$ cat src/core/bcc_pkg.sv
// shared constants and types for the status bus command controller
package bcc_pkg;

	// ==========================================================
	// status codes (bit2, bit1, bit0)
	localparam logic [2:0] ST_IRQ_ACK  = 3'h0;
	localparam logic [2:0] ST_IO_READ  = 3'h1;
	localparam logic [2:0] ST_IO_WRITE = 3'h2;
	localparam logic [2:0] ST_HALT     = 3'h3;
	localparam logic [2:0] ST_CODE_RD  = 3'h4;
	localparam logic [2:0] ST_MEM_READ = 3'h5;
	localparam logic [2:0] ST_MEM_WR   = 3'h6;
	localparam logic [2:0] ST_PASSIVE  = 3'h7;

	// ==========================================================
	// timing
	localparam int CLK_PERIOD_NS = 50;
	localparam int GRANT_WAIT_NS = 105;
	// least time: round up to whole cycles
	localparam int GRANT_WAIT_CYC =
		(GRANT_WAIT_NS + CLK_PERIOD_NS - 1) / CLK_PERIOD_NS;
	localparam int GRANT_CNT_W = 3;

	// ==========================================================
	// reset values
	localparam logic RST_IO_MODE    = 1'b0;
	localparam logic RST_ACK_SECOND = 1'b0;

	// ==========================================================
	// types
	typedef struct packed {
		logic irq_ack;
		logic io_read;
		logic io_write;
		logic halt;
		logic mem_read;
		logic mem_write;
		logic passive;
	} bcc_cycle_type;

	typedef enum logic [1:0] {
		BCC_IDLE,
		BCC_STROBE,
		BCC_EARLY,
		BCC_LATE
	} bcc_state_type;

endpackage

$ cat src/core/bcc_status_decode.sv
// status code to bus cycle class decoder
`timescale 1ns/1ps
`default_nettype none
module bcc_status_decode (
	input  wire logic [2:0]             status,
	output bcc_pkg::bcc_cycle_type      cycle
);

	// ==========================================================
	// decode
	assign cycle.irq_ack   = (status == bcc_pkg::ST_IRQ_ACK);
	assign cycle.io_read   = (status == bcc_pkg::ST_IO_READ);
	assign cycle.io_write  = (status == bcc_pkg::ST_IO_WRITE);
	assign cycle.halt      = (status == bcc_pkg::ST_HALT);
	// code fetch and data read both raise the memory read strobe
	assign cycle.mem_read  = (status == bcc_pkg::ST_CODE_RD) ||
		(status == bcc_pkg::ST_MEM_READ);
	assign cycle.mem_write = (status == bcc_pkg::ST_MEM_WR);
	assign cycle.passive   = (status == bcc_pkg::ST_PASSIVE);

endmodule
`default_nettype wire

$ cat src/core/bcc_grant_delay.sv
// qualifies the bus grant after it has been held low long enough
`timescale 1ns/1ps
`default_nettype none
module bcc_grant_delay #(
	parameter int WAIT_CYC = bcc_pkg::GRANT_WAIT_CYC
) (
	input  wire logic core_clk,
	input  wire logic rst,
	input  wire logic bus_grant_enable_n,
	output logic      granted
);

	localparam logic [bcc_pkg::GRANT_CNT_W-1:0] CNT_TOP =
		bcc_pkg::GRANT_CNT_W'(WAIT_CYC);

	logic [bcc_pkg::GRANT_CNT_W-1:0] cnt_q;
	logic [bcc_pkg::GRANT_CNT_W-1:0] cnt_d;
	logic                            granted_q;

	// ==========================================================
	// low-time counter; any high level restarts it at once
	assign cnt_d = bus_grant_enable_n ? '0 :
		(cnt_q == CNT_TOP) ? cnt_q : cnt_q + 1'b1;

	always_ff @(posedge core_clk) begin
		if (rst) begin
			cnt_q     <= '0;
			granted_q <= 1'b0;
		end else begin
			cnt_q     <= cnt_d;
			granted_q <= (cnt_d == CNT_TOP);
		end
	end

	assign granted = granted_q;

endmodule
`default_nettype wire

$ cat src/core/bcc_controller.sv
// status driven bus command controller, top level
// Notes on behaviour
// - status code selects command per cycle type
// - strap high means i/o bus mode
// - system mode commands wait 105 ns grant
// - grant inactive floats memory command outputs, and i/o ones in system bus mode
// - i/o bus mode: i/o commands always enabled
// - gate low holds commands and controls inactive
// - direction high on writes, low reads
// - data enable per mode, peripheral enable
// - cascade enable on first interrupt acknowledge, system bus mode only
// - address strobe every cycle, halt included
// - strobe starts when status leaves passive
// - status copy captured on the clock edge that raises the strobe
// - early memory write precedes late write
// - early i/o write precedes late write
// - interrupt acknowledge acts as i/o read
// - everything clocked on one clock
`timescale 1ns/1ps
`default_nettype none
module bcc_controller #(
	parameter int GRANT_CYC = bcc_pkg::GRANT_WAIT_CYC
) (
	input  wire logic core_clk,
	input  wire logic rst,
	input  wire logic status_code_bit0,
	input  wire logic status_code_bit1,
	input  wire logic status_code_bit2,
	input  wire logic io_bus_mode_select,
	input  wire logic bus_grant_enable_n,
	input  wire logic command_gate,
	output logic      address_strobe,
	output logic      mem_read_cmd,
	output logic      mem_write_cmd,
	output logic      early_mem_write_cmd,
	output logic      io_read_cmd,
	output logic      io_write_cmd,
	output logic      early_io_write_cmd,
	output logic      irq_ack_cmd,
	output logic      mem_cmd_oe,
	output logic      io_cmd_oe,
	output logic      xfer_direction,
	output logic      data_xcvr_enable,
	output logic      cascade_enable,
	output logic      periph_data_enable
);

	// ==========================================================
	// declarations
	logic [2:0]             status;
	bcc_pkg::bcc_cycle_type dec_cyc;
	bcc_pkg::bcc_cycle_type cyc_q;
	bcc_pkg::bcc_cycle_type cyc_sel;
	bcc_pkg::bcc_state_type state_q;
	bcc_pkg::bcc_state_type state_d;
	logic                   iomode_q;
	logic                   ack_second_q;
	logic                   granted;

	logic strobe_ph;
	logic active_ph;
	logic late_ph;
	logic start_cyc;
	logic io_class;
	logic mem_en;
	logic io_en;

	logic ale_d;
	logic mrd_d;
	logic mwr_d;
	logic emw_d;
	logic ior_d;
	logic iow_d;
	logic eiow_d;
	logic ack_d;
	logic moe_d;
	logic ioe_d;
	logic dir_d;
	logic xen_d;
	logic casc_d;
	logic pxen_d;

	logic ale_q;
	logic mrd_q;
	logic mwr_q;
	logic emw_q;
	logic ior_q;
	logic iow_q;
	logic eiow_q;
	logic ack_q;
	logic moe_q;
	logic ioe_q;
	logic dir_q;
	logic xen_q;
	logic casc_q;
	logic pxen_q;

	// ==========================================================
	// status decode and grant qualification
	assign status = {status_code_bit2, status_code_bit1,
		status_code_bit0};

	bcc_status_decode u_decode (
		.status (status),
		.cycle  (dec_cyc)
	);

	// the grant path gates memory commands in both modes, i/o only in system bus mode;
	// the arbiter is trusted to grant only a free bus
	bcc_grant_delay #(
		.WAIT_CYC (GRANT_CYC)
	) u_grant (
		.core_clk           (core_clk),
		.rst                (rst),
		.bus_grant_enable_n (bus_grant_enable_n),
		.granted            (granted)
	);

	// ==========================================================
	// machine cycle sequencing
	// a new cycle starts only from idle, so the status must
	// pass through passive between cycles
	always_comb begin
		state_d = state_q;
		case (state_q)
			bcc_pkg::BCC_IDLE: begin
				if (!dec_cyc.passive)
					state_d = bcc_pkg::BCC_STROBE;
			end
			bcc_pkg::BCC_STROBE: begin
				if (dec_cyc.passive)
					state_d = bcc_pkg::BCC_IDLE;
				else
					state_d = bcc_pkg::BCC_EARLY;
			end
			bcc_pkg::BCC_EARLY: begin
				if (dec_cyc.passive)
					state_d = bcc_pkg::BCC_IDLE;
				else
					state_d = bcc_pkg::BCC_LATE;
			end
			bcc_pkg::BCC_LATE: begin
				if (dec_cyc.passive)
					state_d = bcc_pkg::BCC_IDLE;
			end
			default: state_d = bcc_pkg::BCC_IDLE;
		endcase
	end

	assign start_cyc = (state_q == bcc_pkg::BCC_IDLE) &&
		(state_d == bcc_pkg::BCC_STROBE);
	// the strobe latches the status; later phases use the copy
	assign cyc_sel   = start_cyc ? dec_cyc : cyc_q;
	assign strobe_ph = (state_d == bcc_pkg::BCC_STROBE);
	assign active_ph = (state_d == bcc_pkg::BCC_EARLY) ||
		(state_d == bcc_pkg::BCC_LATE);
	assign late_ph   = (state_d == bcc_pkg::BCC_LATE);
	assign io_class  = cyc_sel.io_read || cyc_sel.io_write ||
		cyc_sel.irq_ack;

	always_ff @(posedge core_clk) begin
		if (rst) begin
			state_q <= bcc_pkg::BCC_IDLE;
			cyc_q   <= '0;
			iomode_q     <= bcc_pkg::RST_IO_MODE;
			ack_second_q <= bcc_pkg::RST_ACK_SECOND;
		end else begin
			state_q  <= state_d;
			iomode_q <= io_bus_mode_select;
			if (start_cyc)
				cyc_q <= dec_cyc;
			// acknowledges come in pairs; any other transfer
			// resynchronises the pair, halt leaves it alone
			if (start_cyc && dec_cyc.irq_ack)
				ack_second_q <= !ack_second_q;
			else if (start_cyc && !dec_cyc.halt)
				ack_second_q <= 1'b0;
		end
	end

	// ==========================================================
	// enables: memory always waits for the grant; i/o waits
	// only in system bus mode
	assign mem_en = command_gate && granted;
	assign io_en  = command_gate && (iomode_q || granted);

	// ==========================================================
	// next output values
	assign ale_d  = strobe_ph;
	assign mrd_d  = active_ph && cyc_sel.mem_read && mem_en;
	assign emw_d  = active_ph && cyc_sel.mem_write && mem_en;
	assign mwr_d  = late_ph && cyc_sel.mem_write && mem_en;
	assign ior_d  = active_ph && cyc_sel.io_read && io_en;
	assign eiow_d = active_ph && cyc_sel.io_write && io_en;
	assign iow_d  = late_ph && cyc_sel.io_write && io_en;
	// acknowledge strobe is timed exactly like the i/o read
	assign ack_d  = active_ph && cyc_sel.irq_ack && io_en;
	assign moe_d  = granted;
	assign ioe_d  = iomode_q || granted;
	assign dir_d  = command_gate && active_ph &&
		(cyc_sel.mem_write || cyc_sel.io_write);
	// in i/o mode the i/o class uses the peripheral enable
	assign xen_d  = active_ph && !cyc_sel.halt && command_gate &&
		granted && !(iomode_q && io_class);
	assign pxen_d = active_ph && iomode_q && io_class && command_gate;
	// cascade address goes out with the strobe of the first
	// acknowledge only, and only in system bus mode
	assign casc_d = strobe_ph && !iomode_q && cyc_sel.irq_ack &&
		!ack_second_q && command_gate;

	// ==========================================================
	// output registers
	always_ff @(posedge core_clk) begin
		if (rst) begin
			ale_q  <= 1'b0;
			mrd_q  <= 1'b0;
			mwr_q  <= 1'b0;
			emw_q  <= 1'b0;
			ior_q  <= 1'b0;
			iow_q  <= 1'b0;
			eiow_q <= 1'b0;
			ack_q  <= 1'b0;
			moe_q  <= 1'b0;
			ioe_q  <= 1'b0;
			dir_q  <= 1'b0;
			xen_q  <= 1'b0;
			casc_q <= 1'b0;
			pxen_q <= 1'b0;
		end else begin
			ale_q  <= ale_d;
			mrd_q  <= mrd_d;
			mwr_q  <= mwr_d;
			emw_q  <= emw_d;
			ior_q  <= ior_d;
			iow_q  <= iow_d;
			eiow_q <= eiow_d;
			ack_q  <= ack_d;
			moe_q  <= moe_d;
			ioe_q  <= ioe_d;
			dir_q  <= dir_d;
			xen_q  <= xen_d;
			casc_q <= casc_d;
			pxen_q <= pxen_d;
		end
	end

	assign address_strobe      = ale_q;
	assign mem_read_cmd        = mrd_q;
	assign mem_write_cmd       = mwr_q;
	assign early_mem_write_cmd = emw_q;
	assign io_read_cmd         = ior_q;
	assign io_write_cmd        = iow_q;
	assign early_io_write_cmd  = eiow_q;
	assign irq_ack_cmd         = ack_q;
	assign mem_cmd_oe          = moe_q;
	assign io_cmd_oe           = ioe_q;
	assign xfer_direction      = dir_q;
	assign data_xcvr_enable    = xen_q;
	assign cascade_enable      = casc_q;
	assign periph_data_enable  = pxen_q;
endmodule
`default_nettype wire

$ cat config.mk
export PLATFORM = sky130hd
export DESIGN_NAME = bcc_controller
export DESIGN_NICKNAME = d
export VERILOG_FILES = /design/src/core/bcc_pkg.sv /design/src/core/bcc_status_decode.sv /design/src/core/bcc_grant_delay.sv /design/src/core/bcc_controller.sv
export SDC_FILE = /design/constraint.sdc
export NUM_CORES = 1
export LEC_CHECK = 0
export ABC_AREA = 1
export BUFFER_PORTS_ARGS = -buffer_cell sky130_fd_sc_hd__buf_2
export CORE_UTILIZATION = 45
export DETAILED_ROUTE_END_ITERATION = 6
export GPL_ROUTABILITY_DRIVEN = 0
export GPL_TIMING_DRIVEN = 1
export PLACE_DENSITY = 0.68
export SETUP_SLACK_MARGIN = 0.2
export SYNTH_ARGS = -nofsm -noshare
export SYNTH_HDL_FRONTEND = slang
export SYNTH_HIERARCHICAL = 1
export SYNTH_SLANG_ARGS = --single-unit
$ cat constraint.sdc
create_clock -name core_clk -period 2.2 [get_ports core_clk]
set_input_delay 0.11 -clock core_clk [delete_from_list [all_inputs] [get_ports core_clk]]
set_output_delay 0.11 -clock core_clk [all_outputs]
set_load 0.02 [all_outputs]
; ---- Yosys cells after proc, flatten, opt, wreduce, memory -nomap -nowiden
; Index checks and enable logic that the tools add are counted.
[totals]
wordCells = 99
ff_bits = 29
output_inout_bits = 14
inputBits = 8
[op_classes]
n_eq_ne = 15
n_addsub = 1
mux = 10
n_reduce_logical = 47
[op_table]
columns = operator, count
row1 = $logic_and A1 B1 Y1, 33
row2 = $eq A3 B2 Y1 const B, 4
row3 = $eq A3 B3 Y1 const B, 4
row4 = $eq A2 B2 Y1 const B, 4
row5 = $mux W2, 4
row6 = $pmux W2 S4, 1
row7 = $mux W7, 1
row8 = $logic_or A1 B1 Y1, 6
row9 = $mux W3, 2
row10 = $logic_not A1 Y1, 5
row11 = $eq A2 B1 Y1 const B, 2
row12 = $add A3 B1 Y3 const B, 1
row13 = $eq A3 B1 Y1 const B, 1
row14 = $logic_not A3 Y1, 1
row15 = $logic_not A2 Y1, 1
row16 = $mux W1, 2
row17 = $reduce_bool A2 Y1, 1

; ---- Logic depth before layout (Yosys ltp)
[logic_depth]
ltp_word = 11
ltp_mapped = 9

; ---- By module
; The synthesis kept the hierarchy.
[by_module_without_submodules]
columns = mod, cells_per_inst, instances, area_per_inst_um2, seq_area_each_um2
row1 = bcc_controller, 100, 1, 849.6, 480.5
row2 = bcc_grant_delay, 22, 1, 170.2, 80.1
row3 = bcc_status_decode, 13, 1, 51.3, 0.0

; ---- Least setup slack after synthesis
; OpenSTA, ideal clock, no wires.
[synth_path]
path_type = register to register
from = reg state_q[0]
to = reg mwr_q (netlist: mem_write_cmd)
required_time_ps = 2069
synth_period_minus_slack_ps = 1087
setup_time_ps = 131
setup_slack_ps = 1113
stages_incl_launch_ff = 6
t_arrival_ps = 956
path_buffers = 0
path_cell_list = dfxtp_1 > nor2_4 > nand2_4 > or2_2 > nand3_2 > nor3_2
[synth_between]
elab_chain_len = 7
word_cells_on_any_way = 13
classes_between = 5 x eq/ne / 4 x mux / 4 x reduce/logical
[synth_lines]
columns = item, line
row1 = start: declaration, bcc_controller.sv:54  ; bcc_pkg::bcc_state_type state_q;
row2 = start signal: assignment, bcc_controller.sv:163  ; state_q <= bcc_pkg::BCC_IDLE;
row3 = start signal: assignment, bcc_controller.sv:168  ; state_q <= state_d;
row4 = "$eq A2 B2 Y1, or another cell as far along", bcc_controller.sv:125  ; case (state_q)
row5 = $pmux W2 S4, bcc_controller.sv:125
row6 = $eq A2 B1 Y1, bcc_controller.sv:151  ; (state_d == bcc_pkg::BCC_STROBE);
row7 = $logic_and A1 B1 Y1, bcc_controller.sv:150  ; assign start_cyc = (state_q == bcc_pkg::BCC_IDLE) &&
row8 = $mux W7, -
row9 = $logic_and A1 B1 Y1 * (2 in a row), bcc_controller.sv:192  ; assign mwr_d = late_ph && cyc_sel.mem_write && mem_en;
row10 = end signal: assignment, bcc_controller.sv:232  ; mwr_q <= mwr_d;
row11 = end: declaration, bcc_controller.sv:85  ; logic mwr_q;
; Every way passes the cells marked *; elsewhere a longest branch is shown, timed or not.
; A chain may end at the register's enable or synchronous reset.

; ---- Worst setup path in the final report
[layout_path]
from = reg state_q[1]
to = reg mwr_q (netlist: mem_write_cmd)
; The elaborated chain is that of the path after synthesis.

==> impl_metrics.py <==
metrics = {
    "floorplan": {
        "start_util_pct": 47.96,
        "die_height_um": 50.79,
        "die_area_um2": 2579,
        "pin_count": 22,
        "rows": 17,
        "coreArea_um2": 2233,
        "die_x_um": 50.79,
    },
    "timing": {
        "tightest_slew_ns": 0.5162,
        "fin_skew_ns": 0.002872,
        "maxClockFrequency_mhz": 852.0,
        "period_minus_slack_ns": 1.174,
        "rsz0062_at_grt": "no",
        "min_period_over_period_pct": 53.35,
        "hold_violations": 0,
        "setup_violations": 0,
        "relSlewSlack_pct": 65.22,
        "tns_ns": 0,
        "slew_violations": 0,
    },
    "setup_path": {
        "required_ns": 2.46,
        "worst_r2r_path_depth": 6,
        "arrival_ns": 1.44,
        "critical_path_class": "reg2reg",
        "startpoint_type": "register",
        "cp-end-kind": "register",
        "crit_fanout": 3,
    },
    "clock_tree": {
        "path_clk_slew_ns": 0.14,
        "clock_latency_ns": 0.32,
        "cts.sinks": 28,
        "htreeDepth": 1,
        "cts_resized": 0,
        "clock_path_buffers": 2,
        "cts_tree": "yes",
        "cts-buffers-inserted": 3,
        "root_buffer": "clkbuf_4",
        "post-cts-setup-buffers": 0,
    },
    "drt": {
        "first_iter_violations": 21,
        "post-route-drc-count": 0,
        "routedWlPerCell_um": 10.31,
        "drtAntennaViolNets": 0,
        "drt_wl_total_um": 1939,
        "dr.pass1.iters": 4,
        "via_per_inst": 4.596,
        "vias": 864,
    },
    "logic_synthesis": {
        "ys.warnings.count": 6,
        "async_flop_share_pct": 0,
        "synthTopCellsByArea": "dfxtp_1, nor2_1, inv_1, nand2_1, nand3_1",
        "avgSynthCellArea_um2": 7.934,
        "synthCells": 135,
        "synth-edff-count": 0,
        "syn_nets": 144,
        "yosysMostFrequentCell": "dfxtp_1",
        "synth_top_flop_cell": "dfxtp_1",
        "synth_commonest_cells": "dfxtp_1, nor2_1, inv_1, nand2_1, nand3_1",
        "synthesis.area_um2": 1071,
        "yosysTopAreaCell": "dfxtp_1",
        "ys_seq_elements": 28,
        "netlist.area_leader.share_pct": 52.34,
        "yosysSeqAreaShare_pct": 52.34,
        "yosysUniqueCellTypes": 26,
    },
    "min_path": {
        "hold_class": "in2reg",
        "min_path_cells": 3,
    },
    "power_and_ir_drop": {
        "p_leak_nw": 0.6153,
        "cellPowerDensity_nw_per_um2": 795.5,
        "peakVddDrop_v": 0.0005061,
    },
    "finish": {
        "drive_gt1_share_pct": 25.00,
        "top_regs": "cyc_q x6, u_grant/cnt_q x3, state_q x2",
        "final_area_um2": 1270,
        "fill_cells": 212,
        "largest_reg_flops": 6,
        "seq_area_um2": 560.5,
        "nets": 170,
        "diodes": 0,
        "fin_util_pct": 56.86,
        "area_growth_pct": 18.57,
        "multi_input_area_um2": 419.2,
        "largest-register": "cyc_q",
    },
    "run": {
        "maxCapViolCount": 0,
    },
    "placement": {
        "hpwl_um": 1444,
        "io_buffers": 21,
        "postPlaceCellArea_um2": 1207,
    },
    "status": {
        "status": "finished, final reports clean",
    },
    "global_routing": {
        "grtUsageTotal_pct": 16.96,
        "gr-total-overflow": 0,
        "grt_pass1_wl_um": 3167,
        "grt_pass1_vias": 777,
        "antenna_found_initial": 0,
        "grt_max_degree": 19,
    },
}
path summary, 6_finish.rpt:
check	start	to	slack [ns]
setup / recovery	state_q[1]	mem_write_cmd	1.03
hold / removal	command_gate	cascade_enable	0.03
setup reg to reg	state_q[1]	mem_write_cmd	1.03
hold reg to reg	ack_second_q	cascade_enable	0.45
stage by stage:
| step | setup slack [ns] | hold WS, ns | instances | total power [mW] |
|---|---|---|---|---|
| after floorplan | 1.113 | 0.1805 | 135 | 0.6526 |
| after global placement | 1.022 | 0.3089 | 183 | 0.6861 |
| after detailed placement | 0.9679 | 0.3162 | 183 | 0.6879 |
| after CTS | 1.023 | 0.02157 | 188 | 1.016 |
| after global routing | 0.8999 | 0.01499 | 188 | 1.057 |
| final | 1.026 | 0.03183 | 188 | 1.010 |
power breakdown:
group	internal, mW	switching, mW
clock	0.184	0.147
sequential	0.531	0.0113
combinational	0.0460	0.0905
total	0.762	0.249
cells by family (layout without fill, tap and decap cells):
| kind of cell | Yosys count | after routing | synth area share, % |
|---|---|---|---|
| AOI/OAI and AO/OA | 6 | 6 | 3.154 |
| DFF | 28 | 28 | 52.34 |
| adders and majority gates | 1 | 1 | 1.168 |
| and+or+nand+nor | 76 | 76 | 34.81 |
| buffers and inverters | 24 | 49 | 8.527 |
what timing repair did:
item | 4_1_cts | 5_1_grt
hold endpoints to repair | 1 | 0
hold buffers | 1 | 0
setup endpoints to repair | 0 | 0
layout by cell type (no fill, tap or decap), types with 2 or more instances in the layout:
cell / netlist / routed
nand4_1: 2 / 2
nand2_2: 4 / 4
nand3_1: 7 / 7
nand2_1: 21 / 21
inv_1: 21 / 21
nand3b_1: 2 / 2
a21oi_1: 3 / 3
nor2_2: 2 / 2
nor3_1: 4 / 4
clkbuf_4: 0 / 3
o21ai_0: 2 / 2
nor2_1: 25 / 25
buf_2: 0 / 21
dfxtp_1: 28 / 28
final cells by class:
cell class / instances / area share, %
inverters: 23 / 6.897
flip-flops and latches: 28 / 44.14
clock inverters: 1 / 2.365
multi-input cells: 83 / 33.00
clock buffers: 3 / 1.773
well taps: 28 / 2.759
repair buffers: 22 / 9.064
critical path, cell delays in order (launching register included):
cell and delay (ns):
dfxtp_1 0.42, inv_1 0.06, nand2_1 0.08, nand2_1 0.08, nor2_2 0.15, nand2_1 0.14
nor3_2 0.18
layer usage:
| metal | up-vias | wire [um] | global-route usage [%] |
|---|---|---|---|
| met4 | 0 | 20 | 8.333 |
| met5 | - | 0 | 0 |
| met1 | 373 | 950 | 19.78 |
| met3 | 2 | 66 | 2.727 |
| li1 | 470 | - | - |
| met2 | 19 | 901 | 29.78 |
No activity file was read; power rests on OpenSTA's default activity.
